<file path="config.mk">
export PLATFORM = sky130hd
export DESIGN_NAME = vml_mode_ctrl
export DESIGN_NICKNAME = d
export VERILOG_FILES = /design/src/design/vml_pkg.sv /design/src/design/vml_mode_ctrl.sv /design/src/design/vml_link_resolve.sv
export VERILOG_INCLUDE_DIRS = /design/src /design/src/design
export SDC_FILE = /design/constraint.sdc
export NUM_CORES = 1
export LEC_CHECK = 0
export ABC_AREA = 1
export BUFFER_PORTS_ARGS = -buffer_cell sky130_fd_sc_hd__buf_2
export CORE_ASPECT_RATIO = 0.7
export CORE_MARGIN = 8
export CORE_UTILIZATION = 35
export DETAILED_ROUTE_END_ITERATION = 10
export SYNTH_ARGS = -nofsm -noshare
export SYNTH_HDL_FRONTEND = slang
export SYNTH_HIERARCHICAL = 1
export SYNTH_SLANG_ARGS = --single-unit
</file>
<file path="constraint.sdc">
create_clock -name mclk_i -period 5.69 [get_ports mclk_i]
set_input_delay 1.138 -clock mclk_i [delete_from_list [all_inputs] [get_ports mclk_i]]
set_output_delay 1.138 -clock mclk_i [all_outputs]
set_load 0.03 [all_outputs]
</file>
<file path="src/design/vml_defines.svh">
// register offsets, field positions, reset values for the mode and channel link block
// assumes byte-wide register access from the serial slave front end
`ifndef VML_DEFINES_SVH
`define VML_DEFINES_SVH
`define VML_CMD_OFS        8'h03
`define VML_LINE_OFS       8'h04
`define VML_CHAN_BASE      8'h10
`define VML_CHAN_STRIDE    8'h08
`define VML_CHAN_PTR_OFS   3'h2
`define VML_CHAN_LEN_OFS   3'h3
`define VML_CHAN_TAG_OFS   3'h0
`define VML_CMD_ACTIVATE_COMMAND_BIT_BIT   0
`define VML_CMD_IDLE_BIT   1
`define VML_CMD_SLEEP_BIT  2
`define VML_LINE_IDLE_BIT  0
`define VML_LINE_SLEEP_BIT 1
`define VML_CMD_RESET      8'h02
`define VML_LEN_MSB        4
`define VML_PTR_MSB        6
`define VML_MSG_BYTES      128
`define VML_NUM_CHAN       14
`endif

</file>
<file path="src/design/vml_pkg.sv">
// types for the mode and channel link block
// assumes vml_defines.svh is included by users of the numbers
package vml_pkg;
    typedef enum logic [1:0] {MODE_IDLE, MODE_ACTIVE, MODE_SLEEP} vml_mode_type;
    typedef struct packed {
        logic       we;
        logic       re;
        logic [7:0] addr;
        logic [7:0] wdata;
    } vml_req_type;
    typedef struct packed {
        logic [6:0] ptr;
        logic [4:0] len;
        logic       linked;
        logic       bad;
    } vml_area_type;
endpackage : vml_pkg

</file>
<file path="src/design/vml_mode_ctrl.sv">
// mode control (idle, active, sleep) and channel register file with link resolution
// assumes a serial front end delivers one-cycle byte read/write strobes on mclk_i
`timescale 1ns/1ps
`include "vml_defines.svh"
// What this block does
// - after reset the device sits in idle mode, not active
// - idle keeps clock output toggling but no frame sent or received
// - idle holds bus transmit output released, external pull-up keeps level
// - activate, idle, sleep bits live in command register at 0x03
// - line status at 0x04 shows idle state on entry and exit
// - sleep bit enters sleep whatever activate and idle hold
// - entering sleep clears internal state and stops the oscillator at once
// - asleep: all register accesses refused, clock output not driven
// - only hardware reset or software reset leaves sleep
// - channel with zero 5-bit length is linked to another channel
// - linked channel's 7-bit pointer names the shared channel
// - linked area pointer and length come from referenced channel only
// - all other channel fields stay independent, tag included
// - shared areas lie within the common 128-byte message area
// - idle request waits until pending transmit attempts finish
module vml_mode_ctrl (
    // clock and reset
    input  wire logic                 mclk_i,
    input  wire logic                 srst_i,
    // asynchronous software reset request from serial front end
    input  wire logic                 swrst_i,
    // register access
    input  wire vml_pkg::vml_req_type req_i,
    output logic [7:0]                rdata_o,
    output logic                      rvalid_o,
    output logic                      refused_o,
    // transmit engine status
    input  wire logic                 tx_busy_i,
    // bus transmit pin
    input  wire logic                 txd_i,
    output logic                      txd_o,
    output logic                      txd_oe_o,
    // clock output and oscillator
    output logic                      buffered_clock_output_o,
    output logic                      buffered_clock_output_oe_o,
    output logic                      osc_run_o,
    // mode
    output logic                      active_o,
    // link query
    input  wire logic [3:0]           chan_sel_i,
    output vml_pkg::vml_area_type     area_o
);
    typedef struct packed {
        vml_pkg::vml_mode_type mode;
        logic [7:0]            cmd;
        logic [13:0][7:0]      ptr;
        logic [13:0][7:0]      len;
        logic [13:0][7:0]      tag;
        logic [7:0]            rdata;
        logic                  rvalid;
        logic                  refused;
        logic                  txd;
        logic                  txd_oe;
        logic                  buffered_clock_output;
        logic                  buffered_clock_output_oe;
        logic                  osc_run;
        logic                  active;
        logic                  sw1;
        logic                  sw2;
        vml_pkg::vml_area_type area;
    } vml_state_type;

    vml_state_type         s_q;
    vml_state_type         s_d;
    vml_pkg::vml_area_type area_w;
    logic                  chan_hit;
    logic [3:0]            chan_idx;
    logic [2:0]            chan_reg;
    logic [7:0]            chan_off;
    logic                  wr_ok;
    wire logic [13:0][7:0] ptr_nx;
    wire logic [13:0][7:0] len_nx;
    wire logic [13:0][7:0] tag_nx;

    vml_link_resolve u_resolve (
        .ptr_i  (s_q.ptr),
        .len_i  (s_q.len),
        .chan_i (chan_sel_i),
        .area_o (area_w)
    );

    always_comb begin
        chan_off = req_i.addr - `VML_CHAN_BASE;
        chan_idx = chan_off[6:3];
        chan_reg = chan_off[2:0];
        // top offset bit checked so high addresses never alias onto channel 0
        chan_hit = (req_i.addr >= `VML_CHAN_BASE) && !chan_off[7]
                   && (chan_idx < 4'(`VML_NUM_CHAN));
        // nothing is stored while asleep
        wr_ok    = (s_q.mode != vml_pkg::MODE_SLEEP) && req_i.we;
    end

    // one write tap per register set; a store to one field leaves the others alone
    for (genvar g = 0; g < `VML_NUM_CHAN; g++) begin : g_chan
        wire logic hit;
        assign hit       = wr_ok && chan_hit && (chan_idx == 4'(g));
        assign ptr_nx[g] = (hit && chan_reg == `VML_CHAN_PTR_OFS) ? req_i.wdata : s_q.ptr[g];
        assign len_nx[g] = (hit && chan_reg == `VML_CHAN_LEN_OFS) ? req_i.wdata : s_q.len[g];
        assign tag_nx[g] = (hit && chan_reg == `VML_CHAN_TAG_OFS) ? req_i.wdata : s_q.tag[g];
    end

    always_comb begin
        s_d          = s_q;
        s_d.rvalid   = 1'b0;
        s_d.refused  = 1'b0;
        s_d.sw1      = swrst_i;
        s_d.sw2      = s_q.sw1;
        s_d.area     = area_w;
        s_d.txd      = 1'b1;
        // register writes; each field stored per channel, tag never shared
        if (wr_ok && req_i.addr == `VML_CMD_OFS) begin
            s_d.cmd = req_i.wdata;
        end
        s_d.ptr = ptr_nx;
        s_d.len = len_nx;
        s_d.tag = tag_nx;
        // register reads
        if (s_q.mode != vml_pkg::MODE_SLEEP && req_i.re) begin
            s_d.rvalid = 1'b1;
            s_d.rdata  = 8'h0_0;
            if (req_i.addr == `VML_CMD_OFS) begin
                s_d.rdata = s_q.cmd;
            end else if (req_i.addr == `VML_LINE_OFS) begin
                s_d.rdata[`VML_LINE_IDLE_BIT] = (s_q.mode == vml_pkg::MODE_IDLE);
            end else if (chan_hit) begin
                if (chan_reg == `VML_CHAN_PTR_OFS) begin
                    s_d.rdata = s_q.ptr[chan_idx];
                end else if (chan_reg == `VML_CHAN_LEN_OFS) begin
                    s_d.rdata = s_q.len[chan_idx];
                end else if (chan_reg == `VML_CHAN_TAG_OFS) begin
                    s_d.rdata = s_q.tag[chan_idx];
                end
            end
        end
        if (s_q.mode == vml_pkg::MODE_SLEEP && (req_i.we || req_i.re)) begin
            s_d.refused = 1'b1;
        end
        // mode sequencing
        unique case (s_q.mode)
            vml_pkg::MODE_IDLE: begin
                if (s_d.cmd[`VML_CMD_SLEEP_BIT]) begin
                    s_d.mode = vml_pkg::MODE_SLEEP;
                end else if (s_d.cmd[`VML_CMD_ACTIVATE_COMMAND_BIT_BIT] && !s_d.cmd[`VML_CMD_IDLE_BIT]) begin
                    s_d.mode = vml_pkg::MODE_ACTIVE;
                end
            end
            vml_pkg::MODE_ACTIVE: begin
                if (s_d.cmd[`VML_CMD_SLEEP_BIT]) begin
                    s_d.mode = vml_pkg::MODE_SLEEP;
                end else if (s_d.cmd[`VML_CMD_IDLE_BIT] && !tx_busy_i) begin
                    // pending attempts drain before the bus is released
                    s_d.mode = vml_pkg::MODE_IDLE;
                end
            end
            vml_pkg::MODE_SLEEP: begin
                s_d.mode = vml_pkg::MODE_SLEEP;
            end
            default: begin
                // unused code falls back to idle
                s_d.mode = vml_pkg::MODE_IDLE;
            end
        endcase
        // pin and clock outputs follow the next mode
        s_d.active   = (s_d.mode == vml_pkg::MODE_ACTIVE);
        s_d.txd_oe   = s_d.active && !txd_i;
        s_d.txd      = 1'b0;
        s_d.osc_run  = (s_d.mode != vml_pkg::MODE_SLEEP);
        s_d.buffered_clock_output_oe = s_d.osc_run;
        s_d.buffered_clock_output    = s_d.osc_run ? !s_q.buffered_clock_output : 1'b0;
        if (s_d.mode == vml_pkg::MODE_SLEEP) begin
            // non-user state parked low to save power
            s_d.rdata = 8'h0_0;
            s_d.area  = '0;
        end
        // software reset: synchronised, acts like hardware reset
        if (s_q.sw2) begin
            s_d      = '0;
            s_d.cmd  = `VML_CMD_RESET;
            s_d.mode = vml_pkg::MODE_IDLE;
            // idle keeps the oscillator running, so it restarts at once
            s_d.osc_run  = 1'b1;
            s_d.buffered_clock_output_oe = 1'b1;
        end
    end

    always_ff @(posedge mclk_i) begin
        if (srst_i) begin
            s_q      <= '0;
            s_q.cmd  <= `VML_CMD_RESET;
            s_q.mode <= vml_pkg::MODE_IDLE;
        end else begin
            s_q <= s_d;
        end
    end

    assign rdata_o    = s_q.rdata;
    assign rvalid_o   = s_q.rvalid;
    assign refused_o  = s_q.refused;
    assign txd_o      = s_q.txd;
    assign txd_oe_o   = s_q.txd_oe;
    assign buffered_clock_output_o    = s_q.buffered_clock_output;
    assign buffered_clock_output_oe_o = s_q.buffered_clock_output_oe;
    assign osc_run_o  = s_q.osc_run;
    assign active_o   = s_q.active;
    assign area_o     = s_q.area;
endmodule : vml_mode_ctrl

</file>
<file path="src/design/vml_link_resolve.sv">
// resolves one channel's message area through at most one link
// assumes pointer and length tables are stable flops of the caller
`timescale 1ns/1ps
module vml_link_resolve (
    // tables
    input  wire logic [13:0][7:0] ptr_i,
    input  wire logic [13:0][7:0] len_i,
    // query
    input  wire logic [3:0]       chan_i,
    output vml_pkg::vml_area_type area_o
);
    logic [3:0] ref_idx;
    always_comb begin
        area_o  = '0;
        ref_idx = 4'h0;
        if (chan_i < 4'(14)) begin
            if (len_i[chan_i][4:0] != 5'h0_0) begin
                area_o.ptr = ptr_i[chan_i][6:0];
                area_o.len = len_i[chan_i][4:0];
            end else begin
                area_o.linked = 1'b1;
                ref_idx = ptr_i[chan_i][3:0];
                // only one hop: a linked target is flagged, never followed
                if (ptr_i[chan_i][6:0] >= 7'(14) || len_i[ref_idx][4:0] == 5'h0_0) begin
                    area_o.bad = 1'b1;
                end else begin
                    area_o.ptr = ptr_i[ref_idx][6:0];
                    area_o.len = len_i[ref_idx][4:0];
                end
            end
        end
    end
endmodule : vml_link_resolve

</file>
## After elaboration in Yosys (flattened, before gate mapping)

Cells that the tools add are included.

| word-level totals | value |
|---|---|
| bits in registers | 378 |
| bits of input ports | 27 |
| output and inout port bits | 30 |
| logic and storage cells | 212 |

| operators by class | value |
|---|---|
| add/subtract/negate cells | 1 |
| magnitude comparators | 7 |
| equality and inequality tests | 23 |
| multiplexer cells | 36 |
| bitwise operators | 2 |
| reduce and logical (&&, ||, !) cells | 83 |

Operators with widths:

| cell | count |
|---|---|
| $bmux W8 S4 | 7 |
| $logic_and A1 B1 Y1 | 66 |
| $mux W8 | 8 |
| $mux W14 | 2 |
| $eq A4 B4 Y1 const B | 6 |
| $mux W12 | 2 |
| $mux W7 | 3 |
| $mux W19 | 1 |
| $eq A4 B3 Y1 const B | 4 |
| $lt A4 B5 Y1 const B | 3 |
| $mux W2 | 5 |
| $mux W5 | 2 |
| $eq A4 B2 Y1 const B | 2 |
| $eq A8 B2 Y1 const B | 1 |
| $eq A8 B3 Y1 const B | 1 |
| $ge A8 B5 Y1 const B | 1 |
| $lt A4 B4 Y1 const B | 2 |
| $sub A8 B5 Y8 const B | 1 |
| $ge A7 B4 Y1 const B | 1 |
| $eq A3 B2 Y1 const B | 2 |
| $pmux W2 S3 | 1 |
| $reduce_or A3 Y1 | 2 |
| $logic_not A1 Y1 | 5 |
| $logic_not A5 Y1 | 1 |
| other kinds (15) | 23 |

## Logic depth before layout (Yosys ltp)

| logic depth | value |
|---|---|
| depth in word-level cells | 12 |
| gate-level depth with buffers | 23 |
| gate-level depth less buffers | 21 |

## Modules after synthesis

Netlist, hierarchy kept.

By module, submodules not included:

| module | instances | cells each | area an instance (um2) | sequential area each (um2) |
|---|---|---|---|---|
| vml_mode_ctrl | 1 | 2084 | 16110.5 | 7527.2 |
| vml_link_resolve | 1 | 819 | 3821.2 | 0.0 |

## Worst setup path before layout

No wires, ideal clock.

| path | value |
|---|---|
| path type | in2reg |
| start | input port req_i[12] (netlist bit) |
| end | register s_q[149] (netlist bit) |
| library setup time | 133 ps |
| arrival | 3369 ps |
| setup slack | 2188 ps |
| stages | 17 |
| buffers on the path | 4 |
| cells stage by stage | buf_4 -> inv_2 -> buf_6 -> clkbuf_1 -> ha_1 -> inv_1 -> nand2_1 -> nand2_1 -> nor2_4 -> nand2_1 -> nand4_4 -> clkinv_4 -> nand3_4 -> nor2_4 -> buf_4 -> o21ai_0 -> a21oi_1 |

| on the way | value |
|---|---|
| longest elaborated chain between the ends | 7 |

Ends and longest elaborated chain:

| element | RTL line | RTL |
|---|---|---|
| from (decl) | vml_mode_ctrl.sv:28 | `input wire vml_pkg::vml_req_type req_i,` |
| branches (longest 5 deep; another with $sub A8 B5 Y8) | - |  |
| $logic_and A1 B1 Y1 * | vml_mode_ctrl.sv:101 | `assign hit = wr_ok && chan_hit && (chan_idx == 4'(g));` |
| $logic_and A1 B1 Y1 (no line) * | - |  |
| to (decl) | vml_mode_ctrl.sv:68 | `vml_state_type s_q;` |

Mark *: on every way between the ends.
A chain may end at the register's enable or synchronous reset.

## Worst setup path after layout

| path | value |
|---|---|
| start | input port chan_sel_i[1] |
| end | register s_q (netlist bit area_o[2]) |

| on the way | value |
|---|---|
| longest elaborated chain between the ends | 8 |

Ends and longest elaborated chain:

| element | RTL line | RTL |
|---|---|---|
| from (decl) | vml_mode_ctrl.sv:45 | `input wire logic [3:0] chan_sel_i,` |
| $bmux W8 S4 | vml_link_resolve.sv:22, vml_link_resolve.sv:24 |  |
| $mux W7 (not written as such) | vml_link_resolve.sv:24 | `if (ptr_i[chan_i][6:0] >= 7'(14) \|\| len_i[ref_idx][4:0] == 5'h0_0) begin` |
| $bmux W8 S4 | vml_link_resolve.sv:24, vml_link_resolve.sv:28 |  |
| $mux W5 (not written as such) | vml_link_resolve.sv:24, vml_link_resolve.sv:28 |  |
| $logic_not A5 Y1 | vml_link_resolve.sv:24 |  |
| $logic_or A1 B1 Y1 | vml_link_resolve.sv:24 |  |
| $mux W12 | vml_link_resolve.sv:24 |  |
| $mux W12 | vml_link_resolve.sv:17 | `if (len_i[chan_i][4:0] != 5'h0_0) begin` |

Several ways; a longest one is shown, not always the timed one. The select of a mux whose other input is x is not followed.

==> impl_metrics.env <==
export IMPL_status="finished clean"
export IMPL_drive_above_1_share_pct=9.47
export IMPL_final_setup_tns_ps=0
export IMPL_ys_ff_latch=376
export IMPL_vias_per_cell=5.68
export IMPL_grt_overflow_total=0
export IMPL_crit_family="simple AND/OR/NAND/NOR gates"
export IMPL_die_w_um=301
export IMPL_postCtsResizedCells=0
export IMPL_synth_top_family_by_area="compound AO/OA/AOI/OAI gates"
export IMPL_endpoint="area_o[2]$_SDFF_PP0_"
export IMPL_numCtsBuffers=39
export IMPL_cp_max_fo=22
export IMPL_synthAdderAreaFrac_pct=0.0628
export IMPL_global_route_peak_usage_layer="met1"
export IMPL_cpPeakStageDelay_ps=740
export IMPL_cp_end_kind="flip-flop"
export IMPL_slowest_stage="nand2_1"
export IMPL_worstPathRequired_ps=6180
export IMPL_wl_per_cell_um=21.7
export IMPL_grtUsageMet1_pct=35.9
export IMPL_ir_drop_v=0.000233
export IMPL_p_clk_share_pct=42.9
export IMPL_rsz0062_at_grt="no"
export IMPL_drc=0
export IMPL_cts_clk_slew_worst_paths_ps=70
export IMPL_grt_start_max_net_pins=163
export IMPL_swShare_pct=29.8
export IMPL_track_usage_pct=22.6
export IMPL_drtIter0Drc=2780
export IMPL_syn_area_um2=19900
export IMPL_grt_first_pass_wirelength_um=116000
export IMPL_die_area_um2=65000
export IMPL_ys_seq_area_share_pct=37.8
export IMPL_intPower_mw=4.29
export IMPL_grtUsageMet3_pct=5.99
export IMPL_max_slew_margin_pct=24.2
export IMPL_dp_hpwl_um=51900
export IMPL_fin_crit_ps=4370
export IMPL_final_nets=2818
export IMPL_avgSynthCellArea_um2=6.87
export IMPL_fp_dieH_um=216
export IMPL_rr_endpoint="area_o[2]$_SDFF_PP0_"
export IMPL_grt_pass1_vias=17750
export IMPL_area_growth_synth_to_final_pct=7.48
export IMPL_cts_max_path_buffers=3
export IMPL_worst_path_stages=12
export IMPL_cts_sinks=376
export IMPL_clkLatencyLatePin_ps=570
export IMPL_num_vias=20250
export IMPL_worst_setup_path_start_kind="input pin"
export IMPL_antenna_found_initial=0
export IMPL_synth_simple_gate_area_share_pct=24.8
export IMPL_wl_um=77600
export IMPL_ff2ff_setup_slack_ps=2420
export IMPL_timing_max_cap_violations=0
export IMPL_worstMarginPinSlew_ps=1140
export IMPL_hold_viol=0
export IMPL_fin_crit_sh_pct=76.7
export IMPL_cts_tree="done"
export IMPL_critPathKind="in -> reg"
export IMPL_r2r_start="s_q[283]$_SDFFE_PP0P_"
export IMPL_critical_path_cell_chain="buf_2, inv_2, buf_4, o211ai_1, nand3_1, nand2_1, nor2_1, nor4_4, nand2_1, o21ai_0, inv_1, nor2_1"
export IMPL_antennaDiodeCount=0
export IMPL_num_io_pins=57
export IMPL_synth_compound_area_share_pct=27.3
export IMPL_rows=73
export IMPL_p_leak_nw=8.25
export IMPL_synth_xor_area_share_pct=0.0816
export IMPL_ys_types=44
export IMPL_clock_fmax_ghz=0.229
export IMPL_critPathArrivalTime_ps=4850
export IMPL_synth_area_mux_share_pct=0
export IMPL_setup_violations=0
export IMPL_syn_inst=2903
export IMPL_coreArea_um2=56500
export IMPL_fillCellCount=6016
export IMPL_switching_power_mw=1.82
export IMPL_r2r_cells=11
export IMPL_slew_viol_final=0
export IMPL_power_mw=6.11
export IMPL_critPathLaunch="chan_sel_i[1]"
export IMPL_fin_skew_ps=29.4
export IMPL_pwr_share_comb_pct=13.6
export IMPL_finalWeightedCongestion=0.978
export IMPL_ant_nets=0
export IMPL_power_density_nw_per_um2=285
export IMPL_io_buffer_count=55
export IMPL_cp_num_buf_inv=4
export IMPL_post_cts_buffers=0
export IMPL_grt_util_met2_pct=29.9
export IMPL_synth_net_count=2931
export IMPL_ctsHoldBuffers=0
export IMPL_seq_power_share_pct=43.5
export IMPL_yosysWarnings=6
export IMPL_initial_core_util_pct=35.3
export IMPL_cts_root_buf="clkbuf_16"
export IMPL_dr_pass1_iters=6
export IMPL_htree_levels=2
export IMPL_hold_class="reg -> reg"
==> Yosys cell counts, drive strengths merged <==
cell type,n,area (um2)
a22oi,39,293
nor4,1,21.3
o2111ai,1,8.76
nor3,5,52.6
nand3,185,1040
a32o,1,10.0
ha,1,12.5
clkinv,6,27.5
inv,147,554
a21oi,435,2180
conb,1,3.75
o22ai,41,257
o21ai,454,2280
o221ai,12,105
dfxtp,376,7530
clkbuf,121,454
nand3b,3,22.5
o21bai,1,7.51
nand2,560,2150
nand4,18,128
a21boi,1,7.51
o31ai,1,7.51
xor2,1,16.3
nor2,320,1530
a22o,10,87.6
buf,137,958
o211ai,25,198
==> power groups by stage <==
stage / clock network [mW] / registers [mW] / logic (mW)
after floorplan: 0 / 2.72 / 0.549
after global placement: 0 / 2.72 / 0.795
after detailed placement: 0 / 2.72 / 0.793
after CTS: 2.66 / 2.66 / 0.796
after global routing: 2.75 / 2.66 / 0.879
final: 2.62 / 2.66 / 0.828
==> per-stage QoR <==
stage	instance area (um2)	instances	setup WS [ps]	utilization [%]	hold WS [ps]
floorplan	19900	2903	2190	-	394
global placement	20100	3499	806	35.6	395
detailed placement	20100	3499	866	35.6	396
CTS	21400	3568	1440	37.9	406
global route	21400	3568	1140	37.9	418
finish	21400	3568	1320	37.9	408
==> worst reg2reg max path, cell delays in order, from the launching register on <==
cell      delay, ps
dfxtp_1         320
inv_1           110
a21oi_1          90
o211ai_1        190
nand3_1         200
nand2_1         740
nor2_1          180
nor4_4          590
nand2_1         170
o21ai_0         400
inv_1            80
nor2_1          100
==> state kept, by name, summed over array words and instances (netlist names) <==
name	flops
txd_oe_o	1
rvalid_o	1
s_q	348
buffered_clock_output_o	1
rdata_o	8
active_o	1
area_o	14
refused_o	1
buffered_clock_output_oe_o	1
==> placed cells by master (no fill, tap or decap), types with 2 or more instances in the layout <==
master,netlist,layout
nand2_1,549,547
a21oi_1,435,435
o21ai_0,413,413
dfxtp_1,376,376
nor2_1,272,270
nand3_1,176,176
inv_1,132,130
buf_2,37,55
buf_4,72,48
nor2_4,41,42
o22ai_1,41,41
o21ai_1,40,40
a22oi_1,39,39
clkbuf_16,0,39
o211ai_1,23,23
inv_2,14,17
nand4_1,17,17
o221ai_1,12,12
a22o_1,10,10
clkbuf_8,0,10
nand3_4,9,9
nor2_2,7,8
nand2_2,6,7
clkinv_2,0,7
nand2_4,5,6
clkbuf_1,121,6
clkinv_1,5,4
clkinv_4,1,3
nand3b_1,3,3
nor3_4,2,2
nor3_1,2,2
clkinv_8,0,2
o211ai_2,2,2
==> metal layers <==
| layer | vias to the layer above | part of all wire [%] | wire length [um] |
|---|---|---|---|
| li1 | 9566 | - | - |
| met1 | 9465 | 48 | 37400 |
| met2 | 1127 | 38 | 29400 |
| met3 | 92 | 12 | 9500 |
| met4 | 0 | 1.6 | 1210 |
| met5 | - | 0 | 0 |
==> kinds of logic after synthesis <==
kind of cell | count (synthesis)
other | 1
AND/OR/NAND/NOR | 1092
buffers and inverters | 411
flip-flops | 376
XOR/XNOR | 1
AO/OA/AOI/OAI | 1021
adder cells (fa/ha/maj) | 1
==> layout make-up <==
type / instances / area (um2) / area share, %
clock buffer: 55 / 1140 / 5.30
inverter: 153 / 582 / 2.72
clock inverter: 14 / 154 / 0.718
tap: 750 / 938 / 4.38
multi-input combinational: 2116 / 10400 / 48.7
sequential: 376 / 7530 / 35.1
timing repair buffer: 104 / 656 / 3.06
==> how the worst min path moves through the flow <==
stage	from	end	depth (start not counted)
final	buffered_clock_output_o$_SDFF_PP0_	buffered_clock_output_o$_SDFF_PP0_	1
after global routing	s_q[15]$_SDFF_PP0_	s_q[14]$_SDFF_PP0_	2
after CTS	buffered_clock_output_o$_SDFF_PP0_	buffered_clock_output_o$_SDFF_PP0_	1
after detailed placement	buffered_clock_output_o$_SDFF_PP0_	buffered_clock_output_o$_SDFF_PP0_	1
after global placement	buffered_clock_output_o$_SDFF_PP0_	buffered_clock_output_o$_SDFF_PP0_	1
after floorplan	s_q[15]$_SDFF_PP0_	s_q[14]$_SDFF_PP0_	2
(Power assumes the default switching activity.)
